==> config.mk <==
export PLATFORM = sky130hd
export DESIGN_NAME = trip_circuit_supervisor
export DESIGN_NICKNAME = d
export VERILOG_FILES = /design/src/tcs_pkg.sv /design/src/trip_circuit_supervisor.sv
export SDC_FILE = /design/constraint.sdc
export NUM_CORES = 1
export LEC_CHECK = 0
export ABC_CLOCK_PERIOD_IN_PS = 2700
export BUFFER_PORTS_ARGS = -buffer_cell sky130_fd_sc_hd__buf_2
export CELL_PAD_IN_SITES_DETAIL_PLACEMENT = 1
export CELL_PAD_IN_SITES_GLOBAL_PLACEMENT = 2
export CORE_ASPECT_RATIO = 1.2
export CORE_MARGIN = 2
export CORE_UTILIZATION = 36
export CTS_CLUSTER_DIAMETER = 30
export CTS_CLUSTER_SIZE = 20
export DETAILED_ROUTE_END_ITERATION = 8
export PLACE_DENSITY = 0.74
export SETUP_SLACK_MARGIN = 0.3
export SYNTH_ARGS = -nofsm -noshare
export SYNTH_HDL_FRONTEND = slang
export SYNTH_SLANG_ARGS = --single-unit
==> constraint.sdc <==
create_clock -name clk_sys -period 2.7 [get_ports clk_sys]
set_clock_uncertainty 0.2 [all_clocks]
set_input_delay 0.27 -clock clk_sys [delete_from_list [all_inputs] [get_ports clk_sys]]
set_output_delay 0.27 -clock clk_sys [all_outputs]
set_load 0.03 [all_outputs]
==> src/tcs_pkg.sv <==
// Constants and types shared by the trip circuit supervisor.
`default_nettype none
package tcs_pkg;
    // Sample period between queries, in milliseconds.
    localparam int QUERY_PERIOD_MS = 500;
    localparam int CLK_FREQ_HZ = 250_000_000;
    localparam int QUERY_PERIOD_CYC = QUERY_PERIOD_MS * (CLK_FREQ_HZ / 1000);
    // Consecutive equal queries needed to set or reset the alarm.
    localparam int FAULT_QUERY_COUNT = 3;
    localparam logic [1:0] CNT_ZERO = 2'h0;
    localparam logic [1:0] CNT_ONE = 2'h1;
    localparam logic [31:0] TICK_ZERO = 32'h0000_0000;
    localparam logic [31:0] TICK_ONE = 32'h0000_0001;
    typedef enum logic [2:0] {
        ST_OFF = 3'b001,
        ST_BLOCKED = 3'b010,
        ST_ACTIVE = 3'b100
    } sup_state_t;
endpackage
`default_nettype wire

==> src/trip_circuit_supervisor.sv <==
// Trip circuit supervisor with one- or two-input sensing and debounced alarm.
//
// How it works
// - Both inputs low normal only during trip
// - Two-input fault criterion: both inputs low
// - Query the sensing inputs every 500 ms
// - Alarm after three consecutive faulty queries
// - Alarm clears after three consecutive healthy queries
// - One-input mode: high input is healthy
// - One-input: persistent low raises failure
// - One-input: momentary low raises nothing
// - Parallel trip contacts: alarm is delayed
// - One-input: alarm clears when input healthy
// - Supervision suspended during system fault
// - Mode select; mismatched allocation raises message
// - Enable defaults off; off status, no alarm
// - Block input suspends and shows blocked
// - Active and failure status outputs
`timescale 1ns/1ns
`default_nettype none
module trip_circuit_supervisor
    import tcs_pkg::*;
#(
    parameter int QUERY_CYCLES = QUERY_PERIOD_CYC,
    parameter int FAULT_COUNT = FAULT_QUERY_COUNT
)
(
    input wire logic clk_sys,
    input wire logic rst_n,
    input wire logic clk_en,
    input wire logic supervision_enable,
    input wire logic two_input_mode,
    input wire logic trip_sense_allocated,
    input wire logic aux_sense_allocated,
    input wire logic supervision_block_in,
    input wire logic system_fault_in,
    input wire logic trip_contact_sense_in,
    input wire logic breaker_aux_sense_in,
    output logic supervision_off_status,
    output logic supervision_blocked_status,
    output logic supervision_active_status,
    output logic trip_circuit_fail,
    output logic input_alloc_mismatch_msg
);
    // The run counter is two bits wide; this check limits the filter to one to three queries.
    if (QUERY_CYCLES < 1 || FAULT_COUNT < 1 || FAULT_COUNT > 3)
    begin : g_bad_params
        $error("trip_circuit_supervisor: unsupported parameter values");
    end

    localparam logic [31:0] TICK_LAST = 32'(QUERY_CYCLES - 1);
    localparam logic [1:0] CNT_LAST = 2'(FAULT_COUNT - 1);

    sup_state_t state_ff;
    sup_state_t nxt_state;
    logic [31:0] tick_cnt_ff;
    logic query_ff;
    logic [1:0] run_cnt_ff;
    logic fail_ff;
    logic mismatch_ff;
    logic mismatch_now;
    logic fault_now;
    logic running;

    // Allocation must match mode: both inputs in two-input mode, only the trip input otherwise.
    // The state decode uses the live value, so a mode change lets at most one unchecked cycle run.
    always_comb
    begin
        if (two_input_mode)
            mismatch_now = !(trip_sense_allocated && aux_sense_allocated);
        else
            mismatch_now = !trip_sense_allocated || aux_sense_allocated;
    end

    always_ff @(posedge clk_sys)
    begin
        if (!rst_n)
            mismatch_ff <= 1'b0;
        else if (clk_en)
            mismatch_ff <= mismatch_now;
    end

    // A mismatched allocation also keeps supervision from running, since the inputs mean nothing.
    always_comb
    begin
        if (!supervision_enable)
            nxt_state = ST_OFF;
        else if (supervision_block_in || system_fault_in || mismatch_now)
            nxt_state = ST_BLOCKED;
        else
            nxt_state = ST_ACTIVE;
    end

    always_ff @(posedge clk_sys)
    begin
        if (!rst_n)
            state_ff <= ST_OFF;
        else if (clk_en)
            state_ff <= nxt_state;
    end

    assign running = (state_ff == ST_ACTIVE);

    // Free-running query tick; one pulse per period.
    always_ff @(posedge clk_sys)
    begin
        if (!rst_n)
        begin
            tick_cnt_ff <= TICK_ZERO;
            query_ff <= 1'b0;
        end
        else if (clk_en)
        begin
            query_ff <= (tick_cnt_ff == TICK_LAST);
            tick_cnt_ff <= (tick_cnt_ff == TICK_LAST) ? TICK_ZERO : tick_cnt_ff + TICK_ONE;
        end
    end

    // Two-input: both low is the fault criterion, the short both-low trip transition is
    // filtered by the count. One-input: low is the fault criterion.
    always_comb
    begin
        case (two_input_mode)
            1'b1: fault_now = !trip_contact_sense_in && !breaker_aux_sense_in;
            1'b0: fault_now = !trip_contact_sense_in;
            default: fault_now = 1'b0;
        endcase
    end

    // Counts queries that disagree with the current alarm; any agreeing query restarts it.
    // The same count guards setting and clearing, so brief lows never reach the alarm.
    always_ff @(posedge clk_sys)
    begin
        if (!rst_n)
        begin
            run_cnt_ff <= CNT_ZERO;
            fail_ff <= 1'b0;
        end
        else if (clk_en)
        begin
            if (!running)
            begin
                run_cnt_ff <= CNT_ZERO;
                fail_ff <= 1'b0;
            end
            else if (query_ff)
            begin
                if (fault_now == fail_ff)
                    run_cnt_ff <= CNT_ZERO;
                else if (run_cnt_ff == CNT_LAST)
                begin
                    run_cnt_ff <= CNT_ZERO;
                    fail_ff <= fault_now;
                end
                else
                    run_cnt_ff <= run_cnt_ff + CNT_ONE;
            end
        end
    end

    always_ff @(posedge clk_sys)
    begin
        if (!rst_n)
        begin
            supervision_off_status <= 1'b1;
            supervision_blocked_status <= 1'b0;
            supervision_active_status <= 1'b0;
            trip_circuit_fail <= 1'b0;
            input_alloc_mismatch_msg <= 1'b0;
        end
        else if (clk_en)
        begin
            supervision_off_status <= (state_ff == ST_OFF);
            supervision_blocked_status <= (state_ff == ST_BLOCKED);
            supervision_active_status <= running;
            trip_circuit_fail <= fail_ff && running;
            input_alloc_mismatch_msg <= mismatch_ff;
        end
    end

    // Assertions and covers.
    property p_off_no_alarm;
        @(posedge clk_sys) disable iff (!rst_n)
        clk_en && state_ff == ST_OFF |=> !trip_circuit_fail;
    endproperty
    a_off_no_alarm: assert property (p_off_no_alarm) else $error("alarm while off");

    property p_block_status;
        @(posedge clk_sys) disable iff (!rst_n)
        clk_en && supervision_enable && supervision_block_in ##1 clk_en
            |=> supervision_blocked_status;
    endproperty
    a_block_status: assert property (p_block_status) else $error("blocked not shown");

    property p_fault_suspends;
        @(posedge clk_sys) disable iff (!rst_n)
        clk_en && system_fault_in ##1 clk_en |=> !supervision_active_status;
    endproperty
    a_fault_suspends: assert property (p_fault_suspends) else $error("runs in fault");

    property p_clear_counter;
        @(posedge clk_sys) disable iff (!rst_n)
        clk_en && !running |=> run_cnt_ff == CNT_ZERO && !fail_ff;
    endproperty
    a_clear_counter: assert property (p_clear_counter) else $error("count kept");

    property p_rise_needs_queries;
        @(posedge clk_sys) disable iff (!rst_n)
        $rose(fail_ff) |-> $past(run_cnt_ff) == CNT_LAST && $past(query_ff) && $past(fault_now);
    endproperty
    a_rise_needs_queries: assert property (p_rise_needs_queries) else $error("early alarm");

    property p_fall_needs_queries;
        @(posedge clk_sys) disable iff (!rst_n)
        $fell(fail_ff) && $past(running) |-> $past(run_cnt_ff) == CNT_LAST && !$past(fault_now);
    endproperty
    a_fall_needs_queries: assert property (p_fall_needs_queries) else $error("early clear");

    property p_tick_period;
        @(posedge clk_sys) disable iff (!rst_n)
        clk_en && query_ff |=> !query_ff;
    endproperty
    a_tick_period: assert property (p_tick_period) else $error("query too fast");

    property p_mismatch;
        @(posedge clk_sys) disable iff (!rst_n)
        clk_en && two_input_mode && !aux_sense_allocated ##1 clk_en |=> input_alloc_mismatch_msg;
    endproperty
    a_mismatch: assert property (p_mismatch) else $error("no mismatch message");

    property p_two_healthy;
        @(posedge clk_sys) disable iff (!rst_n)
        clk_en && running && query_ff && two_input_mode && breaker_aux_sense_in && !fail_ff
            |=> run_cnt_ff == CNT_ZERO;
    endproperty
    a_two_healthy: assert property (p_two_healthy) else $error("healthy counted");

    property p_fail_active;
        @(posedge clk_sys) disable iff (!rst_n)
        trip_circuit_fail |-> supervision_active_status;
    endproperty
    a_fail_active: assert property (p_fail_active) else $error("idle alarm");

    property p_one_status;
        @(posedge clk_sys) disable iff (!rst_n)
        $onehot({supervision_off_status, supervision_blocked_status, supervision_active_status});
    endproperty
    a_one_status: assert property (p_one_status) else $error("bad status");

    property p_off_status;
        @(posedge clk_sys) disable iff (!rst_n)
        clk_en && !supervision_enable ##1 clk_en |=> supervision_off_status;
    endproperty
    a_off_status: assert property (p_off_status) else $error("off not shown");

    property p_one_healthy;
        @(posedge clk_sys) disable iff (!rst_n)
        clk_en && running && query_ff && !two_input_mode && trip_contact_sense_in && !fail_ff
            |=> run_cnt_ff == CNT_ZERO;
    endproperty
    a_one_healthy: assert property (p_one_healthy) else $error("healthy counted");

    property p_one_low;
        @(posedge clk_sys) disable iff (!rst_n)
        clk_en && running && query_ff && !two_input_mode && !trip_contact_sense_in && !fail_ff
            |=> fail_ff || run_cnt_ff == $past(run_cnt_ff) + CNT_ONE;
    endproperty
    a_one_low: assert property (p_one_low) else $error("low not counted");

    property p_two_low;
        @(posedge clk_sys) disable iff (!rst_n)
        clk_en && running && query_ff && two_input_mode && !trip_contact_sense_in
            && !breaker_aux_sense_in && !fail_ff
            |=> fail_ff || run_cnt_ff == $past(run_cnt_ff) + CNT_ONE;
    endproperty
    a_two_low: assert property (p_two_low) else $error("both low not counted");

    // Between queries the alarm must hold, so a short low that no query sees is invisible.
    property p_query_only;
        @(posedge clk_sys) disable iff (!rst_n)
        clk_en && running && !query_ff |=> $stable(fail_ff);
    endproperty
    a_query_only: assert property (p_query_only) else $error("alarm off query");

    property p_one_clear;
        @(posedge clk_sys) disable iff (!rst_n)
        $fell(fail_ff) && $past(running) && !$past(two_input_mode)
            |-> $past(trip_contact_sense_in);
    endproperty
    a_one_clear: assert property (p_one_clear) else $error("clear while low");

    property p_one_rise;
        @(posedge clk_sys) disable iff (!rst_n)
        $rose(fail_ff) && !$past(two_input_mode)
            |-> !$past(trip_contact_sense_in) && $past(run_cnt_ff) == CNT_LAST;
    endproperty
    a_one_rise: assert property (p_one_rise) else $error("undelayed alarm");

    property p_mism_one;
        @(posedge clk_sys) disable iff (!rst_n)
        clk_en && !two_input_mode && aux_sense_allocated ##1 clk_en |=> input_alloc_mismatch_msg;
    endproperty
    a_mism_one: assert property (p_mism_one) else $error("no mismatch message");

    property p_mism_block;
        @(posedge clk_sys) disable iff (!rst_n)
        input_alloc_mismatch_msg |-> !supervision_active_status;
    endproperty
    a_mism_block: assert property (p_mism_block) else $error("runs mismatched");

    c_alarm: cover property (@(posedge clk_sys) disable iff (!rst_n) $rose(trip_circuit_fail));
    c_alarm_clear: cover property (@(posedge clk_sys) disable iff (!rst_n) $fell(fail_ff) && running);
    c_blocked: cover property (@(posedge clk_sys) disable iff (!rst_n) supervision_blocked_status);
    c_mismatch: cover property (@(posedge clk_sys) disable iff (!rst_n) input_alloc_mismatch_msg);
    c_two_alarm: cover property (@(posedge clk_sys) disable iff (!rst_n) $rose(fail_ff) && two_input_mode);
endmodule
`default_nettype wire

## Yosys cells after proc, flatten, opt, wreduce, memory -nomap -nowiden

Index checks and enable logic that the tools add are counted.

- Logic and storage cells: 48
- Bits in registers: 45
- Input port bits: 11

- Reductions and logical operators: 12
- Equality and inequality tests: 9
- Muxes and demuxes: 13
- Bitwise gates (word level): 1
- Add/subtract/negate cells: 2

Operators with widths:

| kind | number |
|---|---|
| $add 32x1->32 const B | 1 |
| $eq 32x27->1 const B | 1 |
| $mux 32 | 1 |
| $mux 2 | 4 |
| $mux 3 | 2 |
| $mux 1 | 5 |
| $logic_not 1->1 | 4 |
| $ne 2x2->1 const B | 2 |
| $reduce_and 4->1 | 1 |
| $eq 3x1->1 const B | 1 |
| $eq 3x2->1 const B | 1 |
| $eq 3x3->1 const B | 1 |
| $logic_and 1x1->1 | 3 |
| $logic_or 1x1->1 | 3 |
| $add 2x1->2 const B | 1 |
| $eq 2x2->1 const B | 1 |
| $ne 2x1->1 const B | 1 |
| $pmux 1 s2 | 1 |
| $reduce_and 2->1 | 1 |
| $eq 1x1->1 | 1 |
| $not 1->1 | 1 |

## Longest topological paths before layout

- Depth after elaboration: 7
- Depth in mapped cells: 6
- Mapped depth without buffers: 5

## Worst setup path before layout

Ideal clock, no wire load.

- Path kind: flip-flop to flip-flop
- Start point: reg tick_cnt_ff[0]
- End point: reg tick_cnt_ff[29]
- Arrival: 1.762 ns
- Period minus slack after synthesis: 2.091 ns
- Cell stages (with the launch flop): 7
- Setup slack: 0.609 ns
- Required time: 2.370 ns
- Setup time: 0.130 ns
- Cell sequence: dfxtp_1 ha_1 nand3_1 or3_1 o31ai_1 buf_2 a21oi_1

- Cells in the longest elaborated chain, start to end: 2
- Elaborated cells on any way between the ends: 3
- Classes of those cells: add/sub (1); eq/ne (1); mux (1)

RTL lines:

| what | RTL line | text |
|---|---|---|
| start, declared | trip_circuit_supervisor.sv:56 | `logic [31:0] tick_cnt_ff;` |
| start signal, assigned | trip_circuit_supervisor.sv:115 | `tick_cnt_ff <= (tick_cnt_ff == TICK_LAST) ? TICK_ZERO : tick_cnt_ff + TICK_ONE;` |
| $add 32x1->32 / $eq 32x27->1 (equally long branches) | trip_circuit_supervisor.sv:115 |  |
| $mux 32 * | trip_circuit_supervisor.sv:115 |  |

Mark *: on every way between the ends. The rest lies on a longest branch, timed or not.
A chain may end at the register's enable or synchronous reset.

## Worst setup path after layout

- Start point: reg tick_cnt_ff[9]
- End point: reg tick_cnt_ff[25]

The elaborated chain is that of the path after synthesis.

==> impl_metrics.toml <==
[die]
initial_core_util_pct = 36.7
core.rowCount = 31
core_area_sq_um = 5970
die_w_microns = 75.2
io_pins = 16
die_height_microns = 89.5
dieArea_sq_um = 6730

[clock_tree]
clock-sinks = 45
numCtsBuffers = 5
cts_resized = 0
clkLatencyLatePin_ns = 0.30
clk_pin_slew_ns = 0.09
tritoncts = "done"
cts_setup_buffers = 0
cts_max_path_buffers = 2
h-tree-depth = 2
clock-root-buffer = "clkbuf_8"
cts_hold_buf = 0

[power_and_ir_drop]
peakVddDrop_mv = 0.173
power_w = 0.00119
power_density_nw_per_um2 = 476
power.leakage_nw = 0.797

[route]
met1_length_microns = 2470
drtAntennaViolNets = 0
routed.top_layer = "met4"
drc = 0
wl_met2_microns = 2780
drt_pass1_iterations = 4
drt_iter0_drc = 43
via_per_inst = 5.55
wl_met3_microns = 150
wl_per_cell_microns = 15.6
wirelength_microns = 5520
vias = 1972

[worst_setup_path]
reg2reg_setup_slack_ns = 0.49
path_class = "reg2reg"
worstPathRequired_ns = 2.74
cp.arrival_ns = 2.25
start_kind = "flip-flop"
critical_path.max_fanout = 18
endpoint_kind = "flip-flop"

[final_layout]
seqCellArea_sq_um = 901
largest_register = "tick_cnt_ff"
largestRegisters = "tick_cnt_ff x32, state_ff x3, run_cnt_ff x2"
multi_input_area_sq_um = 1230
synthToLayoutAreaGrowth_pct = 13.6
largest_reg_flops = 32
post-route-util_pct = 41.7
diodes = 0
layout-drive-gt1-share_pct = 13.9
num-fill-cells = 741
layout.nets = 284

[placed_design]
gp_congestion = 0.722
dp_hpwl_microns = 3980
portBuffers = 15

[timing]
tightest_slew_ns = 0.501
fin_crit_sh_pct = 82.0
hold_viol_final = 0
max-slew-margin-rel_pct = 66.3
fin_setup_tns_ns = 0
fmax_mhz = 452
drv_slew = 0
hold_ws_ns = 0.0533
finalCriticalPeriod_ns = 2.21
finalSetupViolCount = 0
rsz0062_at_grt = "no"

[global_routing]
grt_pass1_vias = 1964
grtUsageTotal_pct = 18.2
antenna_found_initial = 0
grt_pass1_wl_microns = 9400
overflow = 0
grt_start_max_net_pins = 33

[logic_synthesis]
synth.most_common_cell = "dfxtp_1"
synth_edf_count = 0
ys_seq_area_share_pct = 41.1
synth_cell_types = 40
async_reset_ff_share_pct = 0
syn_area_sq_um = 2190
yosysWarningCount = 0
synth.top_cells.by_area = "dfxtp_1 41%, or4_1 5.1%, a21oi_1 4.6%"
synth_top_area_cell = "dfxtp_1"
syn_inst = 255
synth_ff_type = "dfxtp_1"
synth_top_area_share_pct = 41.1
syn-num-nets = 267
avgSynthCellArea_sq_um = 8.60
synthTopCellsByCount = "45 x dfxtp_1, 20 x a21oi_1, 20 x nand2_1, 17 x nor2_1, 15 x or4_1"
ys_ff_latch = 45

[run]
max_cap_viol_count = 0

[min_path]
min_path_type = "in2reg"

[status]
status = "completed"
==> metrics by stage <==
step / std cells / setup slack, ns / cell area (sq um)
final: 355 / 0.486 / 2490
after global routing: 355 / 0.336 / 2490
after CTS: 355 / 0.475 / 2490
after detailed placement: 347 / 0.513 / 2390
after global placement: 347 / 0.555 / 2390
after floorplan: 255 / 0.609 / 2190
==> layout make-up <==
type	count	share of cell area, %
tap	82	4.12
inverter	6	0.905
clock buffer	6	3.32
timing repair buffer	21	5.33
sequential	45	36.2
clock inverter	2	0.553
multi-input combinational	193	49.6
==> logic make-up (layout without fill, tap and decap cells) <==
kind of cell / after synthesis / in the layout / synth area share (%)
mux: 3 / 3 / 1.37
xor+xnor: 15 / 15 / 5.99
flops: 45 / 45 / 41.1
fa+ha+maj: 1 / 1 / 0.571
compound gates: 52 / 52 / 15.0
simple gates: 122 / 122 / 32.8
buf+inv: 17 / 35 / 3.20
==> metal layers <==
layer / up-vias / global-route usage [%]
li1: 977 / -
met1: 959 / 21.7
met2: 27 / 32.1
met3: 9 / 4.17
met4: 0 / 6.06
met5: - / 0
==> placed cells by master, fill, tap and decap left out, types with 2 or more instances in the layout <==
master,instances
a21boi_0,4
a21oi_1,20
and2_1,4
and3_1,3
and4_1,2
buf_2,15
buf_4,5
clkbuf_8,6
dfxtp_1,45
inv_1,6
mux2i_1,3
nand2_1,20
nand2b_1,3
nand3_1,13
nand4_1,6
nand4_2,3
nand4b_1,3
nor2_1,17
nor2b_1,4
nor3_1,5
nor4_1,6
o21a_1,3
o21ai_0,7
o31ai_1,12
o41ai_1,2
or2_2,2
or3_1,9
or4_1,15
xnor2_1,8
xor2_1,7
==> power breakdown <==
part	internal [W]	total, W	switching, W
Clock	0.000208	0.000447	0.000240
Sequential	0.000671	0.000678	0.00000708
Combinational	0.0000252	0.0000599	0.0000347
==> final timing paths <==
path                       from           endpoint  cells past startpoint
max              tick_cnt_ff[9]    tick_cnt_ff[25]                      5
max reg2reg      tick_cnt_ff[9]    tick_cnt_ff[25]                      5
min          supervision_enable        state_ff[1]                      3
min reg2reg   trip_circuit_fail  trip_circuit_fail                      2
==> worst max-delay path, stage by stage, from the launching register on <==
cell and delay [ns]:
dfxtp_1 0.49, nand4_2 0.15, or4_1 0.49, buf_4 0.20, or4_1 0.47, a21oi_1 0.15
Power figures use the tool's default switching activity.
